### config.mk
export PLATFORM = sky130hd
export DESIGN_NAME = bsms_sequencer
export DESIGN_NICKNAME = d
export VERILOG_FILES = /design/src/pkg/bsms_pkg.sv /design/src/design/bsms_sequencer.sv /design/src/design/bsms_sync.sv /design/src/design/bsms_timebase.sv
export SDC_FILE = /design/constraint.sdc
export NUM_CORES = 1
export LEC_CHECK = 0
export BUFFER_PORTS_ARGS = -buffer_cell sky130_fd_sc_hd__buf_2
export CAP_MARGIN = 0
export CORE_AREA = 2 2 156 97
export DETAILED_ROUTE_END_ITERATION = 8
export DIE_AREA = 0 0 158 99
export GPL_TIMING_DRIVEN = 0
export HOLD_SLACK_MARGIN = 0.08
export PLACE_DENSITY = 0.73
export SLEW_MARGIN = 5
export SYNTH_ARGS = -nofsm -noshare
export SYNTH_HDL_FRONTEND = slang
export SYNTH_SLANG_ARGS = --single-unit
### constraint.sdc
create_clock -name clk -period 5.38 [get_ports clk]
set_input_delay 0 -clock clk [delete_from_list [all_inputs] [get_ports clk]]
set_output_delay 0 -clock clk [all_outputs]
set_load 0.05 [all_outputs]
### src/pkg/bsms_pkg.sv
// shared constants and state encoding of the boost startup mode sequencer
package bsms_pkg;

  // clock and microsecond timebase
  localparam int          CLK_FREQ_HZ  = 200_000_000;
  localparam int          HZ_PER_MHZ   = 1_000_000;
  localparam int          US_CYCLES    = CLK_FREQ_HZ / HZ_PER_MHZ;
  localparam int          TB_W         = 8;
  localparam logic [7:0]  TB_LAST      = 8'(US_CYCLES - 1);
  localparam logic [7:0]  TB_ZERO      = 8'h00;

  // times in their own units
  localparam int          US_PER_MS        = 1000;
  localparam int          PRE1_TIMEOUT_US  = 512;
  localparam int          PRE2_TIMEOUT_US  = 1024;
  localparam int          SOFT_OVL_US      = 64;
  localparam int          BOOST_CL_MS      = 2;
  localparam int          RESTART_MS       = 20;
  localparam int          PT_QUIET_US      = 5;
  localparam int          PT_LINEAR_US     = 5;

  // times as microsecond tick counts
  localparam int          CNT_W            = 16;
  localparam logic [15:0] CNT_ZERO         = 16'h0000;
  localparam logic [15:0] CNT_ONE          = 16'h0001;
  localparam logic [15:0] CNT_MAX          = 16'hffff;
  localparam logic [15:0] PRE1_TICKS       = 16'(PRE1_TIMEOUT_US);
  localparam logic [15:0] PRE2_TICKS       = 16'(PRE2_TIMEOUT_US);
  localparam logic [15:0] SOFT_OVL_TICKS   = 16'(SOFT_OVL_US);
  localparam logic [15:0] BOOST_CL_TICKS   = 16'(BOOST_CL_MS * US_PER_MS);
  localparam logic [15:0] RESTART_TICKS    = 16'(RESTART_MS * US_PER_MS);
  localparam logic [15:0] PT_QUIET_TICKS   = 16'(PT_QUIET_US);
  localparam logic [15:0] PT_LINEAR_TICKS  = 16'(PT_LINEAR_US);

  // soft-start reference ramp
  localparam logic [7:0]  REF_ZERO         = 8'h00;
  localparam logic [7:0]  REF_ONE          = 8'h01;
  localparam logic [7:0]  REF_MAX          = 8'hff;
  localparam logic [3:0]  RAMP_DIV_ZERO    = 4'h0;
  localparam logic [3:0]  RAMP_DIV_ONE     = 4'h1;
  localparam logic [3:0]  RAMP_SLOW_LAST   = 4'h3;

  // synchronised input count
  localparam int          SYNC_N           = 9;

  // operating states, gray codes along the startup path
  typedef enum logic [2:0] {
    BSMS_IDLE       = 3'h0,
    BSMS_PRE_FIRST  = 3'h1,
    BSMS_PRE_SECOND = 3'h3,
    BSMS_SOFT_START = 3'h2,
    BSMS_BOOST      = 3'h6,
    BSMS_PASS       = 3'h7,
    BSMS_FAULT      = 3'h5
  } bsms_state_t;

endpackage

### src/design/bsms_sequencer.sv
// startup and mode sequencer of a fixed-output boost regulator
// Operation
// - enable and no lockout start first precharge
// - first precharge exits to soft start
// - first precharge times out into second
// - second precharge uses higher source current
// - second precharge timeout faults, restart later
// - soft start switches at half limit
// - soft start overload too long faults
// - large capacitance slows reference ramp steps
// - input above target enters pass-through
// - enable low after startup forces pass-through
// - boost current limit for 2 ms faults
// - fault stops switching, path off, retries
// - pass-through after quiet time, linear first
`timescale 1ns/1ps
module bsms_sequencer
  import bsms_pkg::*;
#(
  parameter logic [15:0] PRE1_TIMEOUT = PRE1_TICKS,
  parameter logic [15:0] PRE2_TIMEOUT = PRE2_TICKS,
  parameter logic [15:0] SOFT_OVL     = SOFT_OVL_TICKS,
  parameter logic [15:0] BOOST_CL     = BOOST_CL_TICKS,
  parameter logic [15:0] RESTART      = RESTART_TICKS
)
(
  // clock and reset
  input  wire logic  clk,
  input  wire logic  rstn,
  // enable pin and supply monitor
  input  wire logic  enable_pin,
  input  wire logic  supply_low_lockout,
  // analog comparator flags
  input  wire logic  out_near_in,
  input  wire logic  out_at_target,
  input  wire logic  in_above_target,
  input  wire logic  in_above_out,
  input  wire logic  in_out_drop_high,
  input  wire logic  soft_overload,
  input  wire logic  boost_current_limit,
  input  wire logic  large_cap,
  // power stage controls
  output logic       source_en,
  output logic       source_high,
  output logic       bypass_linear,
  output logic       bypass_full,
  output logic       switch_en,
  output logic       limit_half,
  // reference ramp
  output logic       ref_step,
  output logic [7:0] ref_level,
  // status
  output bsms_state_t mode_state,
  output logic       fault_active,
  output logic       startup_done
);

  logic              us_tick;
  logic [SYNC_N-1:0] raw_in;
  logic [SYNC_N-1:0] clean_in;
  logic              en_s;
  logic              lock_s;
  logic              near_s;
  logic              tgt_s;
  logic              in_hi_s;
  logic              in_out_s;
  logic              drop_s;
  logic              ovl_s;
  logic              cl_s;
  logic              cap_s;

  bsms_state_t       state;
  bsms_state_t       next_state;
  logic [15:0]       state_us;
  logic [15:0]       next_state_us;
  logic [15:0]       ovl_us;
  logic [15:0]       next_ovl_us;
  logic [15:0]       cl_us;
  logic [15:0]       next_cl_us;
  logic [15:0]       quiet_us;
  logic [15:0]       next_quiet_us;
  logic [3:0]        ramp_div;
  logic [3:0]        next_ramp_div;
  logic [7:0]        next_ref_level;
  logic              next_ref_step;
  logic              next_started;
  logic              next_switch_en;
  logic              pt_request;
  logic              pt_ready;
  logic              ramp_due;
  logic              changing;

  // microsecond timebase shared by all timers
  bsms_timebase u_timebase (
    .clk     (clk),
    .rstn    (rstn),
    .us_tick (us_tick)
  );

  // bring pin and comparator levels into the clock domain
  assign raw_in = {large_cap, boost_current_limit, soft_overload, in_out_drop_high,
                   in_above_out, in_above_target, out_at_target, out_near_in,
                   enable_pin};

  bsms_sync u_sync (
    .clk      (clk),
    .rstn     (rstn),
    .async_in (raw_in),
    .sync_out (clean_in)
  );

  assign {cap_s, cl_s, ovl_s, drop_s, in_out_s, in_hi_s, tgt_s, near_s, en_s} = clean_in;

  // lockout is active high from the supply monitor; synchronise it apart from the rest, reset to locked
  logic lock_q1;
  logic lock_q2;
  logic lock_q3;
  logic next_lock;

  always_comb begin
    next_lock = (lock_q2 == lock_q3) ? lock_q2 : lock_s;
  end

  always_ff @(posedge clk or negedge rstn) begin
    if (!rstn) begin
      lock_q1 <= 1'b1;
      lock_q2 <= 1'b1;
      lock_q3 <= 1'b1;
      lock_s  <= 1'b1;
    end else begin
      lock_q1 <= supply_low_lockout;
      lock_q2 <= lock_q1;
      lock_q3 <= lock_q2;
      lock_s  <= next_lock;
    end
  end

  // pass-through request and its readiness after the switching quiet time
  // interval compares other than soft overload (>= on a tick) are strict: the first tick lands at an unknown phase,
  // so one extra tick makes every interval at least its full length
  always_comb begin
    pt_request = in_hi_s | (startup_done & !en_s);
    pt_ready   = (quiet_us > PT_QUIET_TICKS) &
                 (in_out_s | (startup_done & !en_s));
  end

  // mode transitions
  always_comb begin
    next_state = state;
    unique case (state)
      BSMS_IDLE: begin
        if (en_s && !lock_s) begin
          next_state = BSMS_PRE_FIRST;
        end
      end
      BSMS_PRE_FIRST: begin
        if (lock_s) begin
          next_state = BSMS_FAULT;
        end else if (near_s) begin
          next_state = BSMS_SOFT_START;
        end else if (state_us > PRE1_TIMEOUT) begin
          next_state = BSMS_PRE_SECOND;
        end
      end
      BSMS_PRE_SECOND: begin
        if (lock_s) begin
          next_state = BSMS_FAULT;
        end else if (near_s) begin
          next_state = BSMS_SOFT_START;
        end else if (state_us > PRE2_TIMEOUT) begin
          next_state = BSMS_FAULT;
        end
      end
      BSMS_SOFT_START: begin
        if (lock_s) begin
          next_state = BSMS_FAULT;
        end else if (us_tick && ovl_s && ovl_us >= SOFT_OVL) begin
          next_state = BSMS_FAULT;
        end else if (pt_request && pt_ready) begin
          next_state = BSMS_PASS;
        end else if (tgt_s && !pt_request) begin
          next_state = BSMS_BOOST;
        end
      end
      BSMS_BOOST: begin
        if (lock_s) begin
          next_state = BSMS_FAULT;
        end else if (cl_us > BOOST_CL) begin
          next_state = BSMS_FAULT;
        end else if (pt_request && pt_ready) begin
          next_state = BSMS_PASS;
        end
      end
      BSMS_PASS: begin
        if (lock_s || (startup_done && drop_s)) begin
          next_state = BSMS_FAULT;
        end else if (!pt_request) begin
          next_state = BSMS_BOOST;
        end
      end
      BSMS_FAULT: begin
        if (state_us > RESTART) begin
          next_state = BSMS_IDLE;
        end
      end
      default: begin
        next_state = BSMS_FAULT;
      end
    endcase
    changing = (next_state != state);
  end

  // microsecond counters, each cleared by any transition
  always_comb begin
    next_state_us = state_us;
    next_ovl_us   = ovl_us;
    next_cl_us    = cl_us;
    next_quiet_us = quiet_us;
    if (changing) begin
      next_state_us = CNT_ZERO;
      next_ovl_us   = CNT_ZERO;
      next_cl_us    = CNT_ZERO;
      next_quiet_us = CNT_ZERO;
    end else if (us_tick) begin
      if (state_us != CNT_MAX) begin
        next_state_us = state_us + CNT_ONE;
      end
      next_ovl_us   = (ovl_s && ovl_us != CNT_MAX) ? ovl_us + CNT_ONE : CNT_ZERO;
      next_cl_us    = (cl_s && state == BSMS_BOOST && cl_us != CNT_MAX) ?
                      cl_us + CNT_ONE : CNT_ZERO;
      next_quiet_us = (!switch_en && quiet_us != CNT_MAX) ? quiet_us + CNT_ONE : CNT_ZERO;
    end
    if (!ovl_s) begin
      next_ovl_us = CNT_ZERO;
    end
    if (!cl_s) begin
      next_cl_us = CNT_ZERO;
    end
    if (switch_en) begin
      next_quiet_us = CNT_ZERO;
    end
  end

  // soft-start reference ramp, slower with a large output capacitor
  always_comb begin
    ramp_due       = cap_s ? (ramp_div >= RAMP_SLOW_LAST) : 1'b1;
    next_ramp_div  = ramp_div;
    next_ref_level = ref_level;
    next_ref_step  = 1'b0;
    if (next_state != BSMS_SOFT_START) begin
      next_ramp_div  = RAMP_DIV_ZERO;
      next_ref_level = (next_state == BSMS_BOOST || next_state == BSMS_PASS) ?
                       REF_MAX : REF_ZERO;
    end else if (us_tick && ref_level != REF_MAX) begin
      if (ramp_due) begin
        next_ramp_div  = RAMP_DIV_ZERO;
        next_ref_level = ref_level + REF_ONE;
        next_ref_step  = 1'b1;
      end else begin
        next_ramp_div  = ramp_div + RAMP_DIV_ONE;
      end
    end
  end

  // startup completion and switching request
  always_comb begin
    next_started = startup_done;
    if (next_state == BSMS_BOOST) begin
      next_started = 1'b1;
    end else if (next_state == BSMS_FAULT || next_state == BSMS_IDLE) begin
      next_started = 1'b0;
    end
    next_switch_en = 1'b0;
    if (next_state == BSMS_SOFT_START || next_state == BSMS_BOOST) begin
      next_switch_en = !pt_request;
    end
  end

  // register sequencer state and power stage controls
  always_ff @(posedge clk or negedge rstn) begin
    if (!rstn) begin
      state         <= BSMS_IDLE;
      state_us      <= CNT_ZERO;
      ovl_us        <= CNT_ZERO;
      cl_us         <= CNT_ZERO;
      quiet_us      <= CNT_ZERO;
      ramp_div      <= RAMP_DIV_ZERO;
      ref_level     <= REF_ZERO;
      ref_step      <= 1'b0;
      startup_done  <= 1'b0;
      switch_en     <= 1'b0;
      limit_half    <= 1'b0;
      source_en     <= 1'b0;
      source_high   <= 1'b0;
      bypass_linear <= 1'b0;
      bypass_full   <= 1'b0;
      fault_active  <= 1'b0;
      mode_state    <= BSMS_IDLE;
    end else begin
      state         <= next_state;
      state_us      <= next_state_us;
      ovl_us        <= next_ovl_us;
      cl_us         <= next_cl_us;
      quiet_us      <= next_quiet_us;
      ramp_div      <= next_ramp_div;
      ref_level     <= next_ref_level;
      ref_step      <= next_ref_step;
      startup_done  <= next_started;
      switch_en     <= next_switch_en;
      limit_half    <= (next_state == BSMS_SOFT_START);
      source_en     <= (next_state == BSMS_PRE_FIRST) ||
                       (next_state == BSMS_PRE_SECOND);
      source_high   <= (next_state == BSMS_PRE_SECOND);
      bypass_linear <= (next_state == BSMS_PASS) &&
                       (next_state_us <= PT_LINEAR_TICKS);
      bypass_full   <= (next_state == BSMS_PASS) &&
                       (next_state_us > PT_LINEAR_TICKS);
      fault_active  <= (next_state == BSMS_FAULT);
      mode_state    <= next_state;
    end
  end

endmodule

### src/design/bsms_sync.sv
// three-stage synchroniser with agreement filter per input bit
`timescale 1ns/1ps
module bsms_sync
  import bsms_pkg::*;
(
  // clock and reset
  input  wire logic              clk,
  input  wire logic              rstn,
  // asynchronous inputs and their clean copies
  input  wire logic [SYNC_N-1:0] async_in,
  output logic      [SYNC_N-1:0] sync_out
);

  genvar i;
  generate
    for (i = 0; i < SYNC_N; i++) begin : g_bit
      logic s1;
      logic s2;
      logic s3;
      logic next_out;

      // accept a change only when the last two stages agree
      always_comb begin
        next_out = (s2 == s3) ? s2 : sync_out[i];
      end

      // register the chain
      always_ff @(posedge clk or negedge rstn) begin
        if (!rstn) begin
          s1          <= 1'b0;
          s2          <= 1'b0;
          s3          <= 1'b0;
          sync_out[i] <= 1'b0;
        end else begin
          s1          <= async_in[i];
          s2          <= s1;
          s3          <= s2;
          sync_out[i] <= next_out;
        end
      end
    end
  endgenerate

endmodule

### src/design/bsms_timebase.sv
// free-running one-microsecond tick divider
`timescale 1ns/1ps
module bsms_timebase
  import bsms_pkg::*;
(
  // clock and reset
  input  wire logic clk,
  input  wire logic rstn,
  // one-cycle pulse every microsecond
  output logic      us_tick
);

  logic [7:0] div;
  logic [7:0] next_div;
  logic       next_tick;

  // count clock cycles up to one pulse per microsecond
  always_comb begin
    next_tick = (div == TB_LAST);
    next_div  = next_tick ? TB_ZERO : div + 8'h01;
  end

  // register divider state
  always_ff @(posedge clk or negedge rstn) begin
    if (!rstn) begin
      div     <= TB_ZERO;
      us_tick <= 1'b0;
    end else begin
      div     <= next_div;
      us_tick <= next_tick;
    end
  end

endmodule

---- Word-level counts from Yosys, hierarchy flattened ----
Index checks and enable logic that the tools add are counted.
Widths: inputs -> output; s select.
operators by class
  order comparisons ....................... 9
  $add $sub $neg .......................... 7
  eq/ne operators ......................... 32
  multiplexer cells ....................... 48
  bitwise operators ....................... 4
  reductions and logical operators ........ 29
operators with widths
  cell                   count
  $mux 16                15
  $add 16x1->16 const B  4
  $ne 16x16->1 const B   4
  $mux 3                 17
  $mux 8                 5
  $gt 16x11->1 const B   2
  $gt 16x3->1 const B    2
  $pmux 3 s7             1
  $eq 3x3->1 const B     6
  $add 8x1->8 const B    2
  $ge 16x7->1 const B    1
  $gt 16x10->1 const B   1
  $gt 16x15->1 const B   1
  $le 16x3->1 const B    1
  $logic_and 1x1->1      13
  $eq 3x2->1 const B     4
  $mux 4                 3
  $eq 1x1->1             10
  $eq 8x8->1 const B     1
  $ne 8x8->1 const B     1
  $mux 1                 7
  $eq 3x1->1 const B     2
  $logic_not 3->1        2
  $ne 3x3->1 const B     2
  other kinds (11)       22
storage, ports and cells
  bits of input ports ..................... 12
  register bits ........................... 137
  output and inout bits ................... 20
  word-level logic and storage cells ...... 187

---- Longest topological paths before layout ----
  depth in word-level cells ............... 14
  gate-level depth with buffers ........... 11
  gate-level depth less buffers ........... 10

---- Modules after synthesis ----
From an unflattened synthesis, not the netlist that was laid out.
unflattened totals
  cell total of the unflattened synthesis .. 691
  area total of the unflattened synthesis .. 6737.7 um^2
by module, submodules not included
  module          times used  sequential area each (um^2)  cells each  area each (um^2)
  bsms_sequencer  1           2307.2                       612         5320.1
  bsms_sync       1           900.9                        45          1002.2
  bsms_timebase   1           225.2                        34          415.4

---- Worst setup path before layout ----
OpenSTA, ideal clock, no wires.
  path kind ............................... register -> register
  from .................................... register state[0]
  to ...................................... register ovl_us[10]
  path buffers ............................ 2
  period minus slack after synthesis ...... 2551 ps
  cell stages (with the launch flop) ...... 10
  setup slack ............................. 2829 ps
  required time ........................... 5259 ps
  data arrival time ....................... 2430 ps
  setup time .............................. 121 ps
  cell sequence ........................... dfrtp_1 > buf_2 > nor2b_1 > nand2_1 > a2111oi_0 > a211oi_1 > a21boi_2 > nand4b_2 > buf_2 > nor2_1
on the way
  word-level cells in the longest chain between the ends .. 8
  elaborated cells on any way between the ends .. 29
  classes of those cells .................. eq/ne: 8; mux: 20; reduce/logical: 1
ends and longest elaborated chain
  what                      line                   RTL
  start: declaration        bsms_sequencer.sv:72   bsms_state_t state;
  start signal: assignment  bsms_sequencer.sv:300  state <= next_state;
  $mux 3                    bsms_sequencer.sv:181  end else if (tgt_s && !pt_request) begin
  $mux 3                    bsms_sequencer.sv:179  end else if (pt_request && pt_ready) begin
  $mux 3                    bsms_sequencer.sv:177  end else if (us_tick && ovl_s && ovl_us >= SOFT_OVL) begin
  $mux 3                    bsms_sequencer.sv:175  if (lock_s) begin
  $pmux 3 s7                bsms_sequencer.sv:150  unique case (state)
  $ne 3x3->1 (*)            bsms_sequencer.sv:210  changing = (next_state != state);
  $mux 16                   bsms_sequencer.sv:219  if (changing) begin
  $mux 16                   bsms_sequencer.sv:233  if (!ovl_s) begin
  end signal: assignment    bsms_sequencer.sv:302  ovl_us <= next_ovl_us;
  end: declaration          bsms_sequencer.sv:76   logic [15:0] ovl_us;
Mark *: on every way between the ends. The rest lies on a longest branch, timed or not.
A chain may end at the register's enable or synchronous reset.

---- Worst setup path after layout ----
  from .................................... register state[2]
  to ...................................... register ovl_us[5]
The elaborated chain is that of the path after synthesis.

==> flow_metrics.py <==
metrics = {
    "flow_run": {
        "max_cap_violations": 0,
    },
    "power": {
        "cellLeakagePower_nw": 3.29,
        "power.density_cell_area_nw_per_um2": 379,
        "worst_ir_drop_vdd_uv": 202,
    },
    "worst_setup_path": {
        "r2r_end": "ovl_us[5]$_DFFE_PN0P_",
        "required_ps": 5690,
        "start_kind": "register",
        "reg2reg_from": "state[2]$_DFF_PN0_",
        "r2r.worst_path.cells": 9,
        "worst_setup_path_end_kind": "register",
        "worst_ep_arrival_time_ps": 3240,
        "cp-startpoint": "state[2]$_DFF_PN0_",
        "worstPathMaxFanout": 10,
        "ff2ff_setup_slack_ps": 2450,
        "critPathKind": "reg2reg",
    },
    "route": {
        "drt-vias-per-instance": 5.82,
        "routed_wirelength_um": 16400,
        "detailroute.via_count": 5690,
        "ant_nets": 0,
        "wl_per_cell_um": 16.8,
        "drt_drc_violations_left": 0,
        "drt-initial-drc-count": 647,
        "drt_pre_antenna_iters": 5,
    },
    "logic_synthesis": {
        "post_synth_mux_area_share_pct": 1.01,
        "syn_nets": 728,
        "postSynth.asyncResetShare_pct": 100,
        "synthSimpleGateAreaFrac_pct": 26.2,
        "synth_seq_cells": 137,
        "complex_gate_fraction_of_the_synthesized_area_pct": 11.4,
        "synth_flop_cell": "dfrtp_1",
        "synth_top_family_by_area": "simple AND/OR/NAND/NOR gates",
        "syn-cell-area_um2": 6960,
        "avgSynthCellArea_um2": 9.88,
        "ys_warn_count": 0,
        "yosys.cell_types.count": 63,
        "postSynthCellCount": 704,
        "yosysSeqAreaShare_pct": 49.4,
        "share_of_synthesized_cell_area_in_full_adder_half_adder_and_majority_cells_pct": 3.60,
        "synth-edff-count": 0,
        "yosys.area_share.xor_xnor_pct": 4.91,
    },
    "die": {
        "chipHeight_um": 99,
        "ios": 32,
        "floorplan.rows": 34,
        "dieArea_um2": 15600,
        "core_region_area_um2": 14200,
        "floorplan.die.width_um": 158,
        "initial_utilization_pct": 49.0,
    },
    "layout": {
        "drive_above_1_share_pct": 14.5,
        "layout.nets": 790,
        "area_delta_synth_final_pct": 16.0,
        "diodes": 0,
        "utilization_pct": 56.8,
    },
    "global_routing": {
        "maximum_number_of_pins_on_one_net_before_global_route_repair": 97,
        "initial_antenna_violation_count": 0,
        "grt_pass1_vias": 5419,
        "grt_pass1_wl_um": 27800,
        "grt_usage_pct": 22.2,
        "grt_overflow_total": 0,
    },
    "clock_network": {
        "cts_tree": "built",
        "hold_buffers": 11,
        "cts-buffers-inserted": 17,
        "post_cts.repair.setup_buffers": 0,
        "clk_pin_slew_worst_paths_ps": 60,
        "cts_root_buffer": "clkbuf_16",
        "post_cts_resize_count": 0,
        "clock_sinks": 137,
        "max-clock-path-buffers": 2,
        "clk_latency_ps": 420,
        "h-tree-depth": 4,
    },
    "timing": {
        "final_hold_viol_count": 0,
        "rsz_0062_raised_after_global_routing": "no",
        "setup_tns_after_final_layout_ps": 0,
        "slew_headroom_pct": 48.9,
        "max_freq_mhz": 341,
        "final.min_clock_period_ps": 2930,
        "worst_slew_pin_slew_ps": 767,
        "setup_viol_count_final": 0,
        "period_share_pct": 54.5,
        "finalMaxSlewViolations": 0,
        "finalClockSkew_ps": 13.5,
        "hold_ws_ps": 61.1,
    },
    "hold_path": {
        "hp-class": "in2async",
    },
    "outcome": {
        "status": "finished clean",
    },
    "place": {
        "port_buffer_count": 31,
        "dp_hpwl_um": 11200,
        "gp_congestion": 0.901,
    },
}
## state kept, by name, indices dropped and copies added, names as in the netlist, 3 cells and up
name             count
state                3
ramp_div             4
u_timebase.div       8
state_us            16
cl_us               16
u_sync.sync_out      9
ref_level            8
u_sync.g_bit.s2      9
ovl_us              16
u_sync.g_bit.s3      9
quiet_us            16
u_sync.g_bit.s1      9
## metal layers
metal	routed length, um	GRT usage [%]	vias to the layer above
met2	7120	31.9	217
met4	167	5.34	0
met3	1090	4.84	19
met5	0	0	-
li1	-	-	2657
met1	8060	34.1	2797
## cells in the mapped netlist (5+ instances only)
master / n / area [um^2]
nor4_1: 13 / 81.3
a21oi_1: 40 / 200
nor3_1: 43 / 215
o21ai_0: 25 / 125
nand4_1: 18 / 113
and2_1: 6 / 37.5
nor3b_1: 20 / 150
nor2_1: 72 / 270
buf_2: 14 / 70.1
xnor2_1: 20 / 175
nor4b_1: 5 / 43.8
nor2b_1: 6 / 37.5
inv_1: 20 / 75.1
nor4_2: 14 / 175
ha_1: 12 / 150
xor2_1: 19 / 166
clkbuf_1: 18 / 67.6
nand2b_1: 7 / 43.8
nand2_1: 54 / 203
maj3_1: 10 / 100
nand3_1: 20 / 100
and3_1: 20 / 125
o21a_1: 8 / 60.1
a31oi_1: 12 / 75.1
dfrtp_1: 133 / 3330
mux2i_1: 7 / 70.1
## where the power goes
group	internal, mW	switching (mW)	total [mW]
clock network	0.654	0.466	1.12
logic	0.218	0.588	0.805
registers	1.09	0.0458	1.13
total	1.96	1.10	3.06
## layout by cell type (no fill, tap or decap), types with 13 or more instances in the layout
master       n
a21oi_1     40
and3_1      20
buf_2       44
clkbuf_1    20
clkbuf_16   17
dfrtp_1    133
inv_1       20
nand2_1     54
nand3_1     20
nand4_1     18
nor2_1      72
nor3_1      43
nor3b_1     20
nor4_1      13
nor4_2      14
o21ai_0     25
xnor2_1     20
xor2_1      19
## cells by family after synthesis
logic type	after synthesis
buffers and inverters	56
and+or+nand+nor	321
DFF	137
muxes	7
xor gates and xnor gates	39
AOI/OAI and AO/OA	122
adders and majority gates	22
## worst max path at each step
stage,end,slack (ps),depth (start not counted)
after CTS,ovl_us[3]$_DFFE_PN0P_,2460,9
after global placement,quiet_us[10]$_DFFE_PN0P_,2510,1
after global routing,ovl_us[6]$_DFFE_PN0P_,2030,9
after floorplan,ovl_us[10]$_DFFE_PN0P_,2830,9
after detailed placement,ovl_us[10]$_DFFE_PN0P_,2490,9
final,ovl_us[5]$_DFFE_PN0P_,2450,9
## metrics by stage
stage / power [mW] / instance area (um^2) / std cells / setup slack [ps]
after global placement: 1.92 / 7360 / 933 / 2510
after CTS: 3.06 / 8070 / 977 / 2460
after detailed placement: 1.94 / 7390 / 934 / 2490
after global routing: 3.19 / 8070 / 977 / 2030
final: 3.06 / 8070 / 977 / 2450
after floorplan: 1.72 / 6960 / 704 / 2830
## area by class of cell
class                           instances  area (um^2)
Buffer                                 36          175
Clock buffer                           20          447
Clock inverter                         12          116
Fill cell                            1232         6140
Inverter                               20         75.1
Multi-Input combinational cell        511         3270
Sequential cell                       137         3430
Tap cell                              198          248
Timing Repair Buffer                   43          299
## worst max-delay path: stages (launching register included)
cell and delay [ps]:
dfrtp_1 380, clkbuf_1 210, nor2b_1 250, nand2_1 110, a2111oi_0 570, a211oi_1 150
a21boi_2 470, nand4b_2 330, buf_2 260, nor2_1 80
No activity file was read; power rests on OpenSTA's default activity.
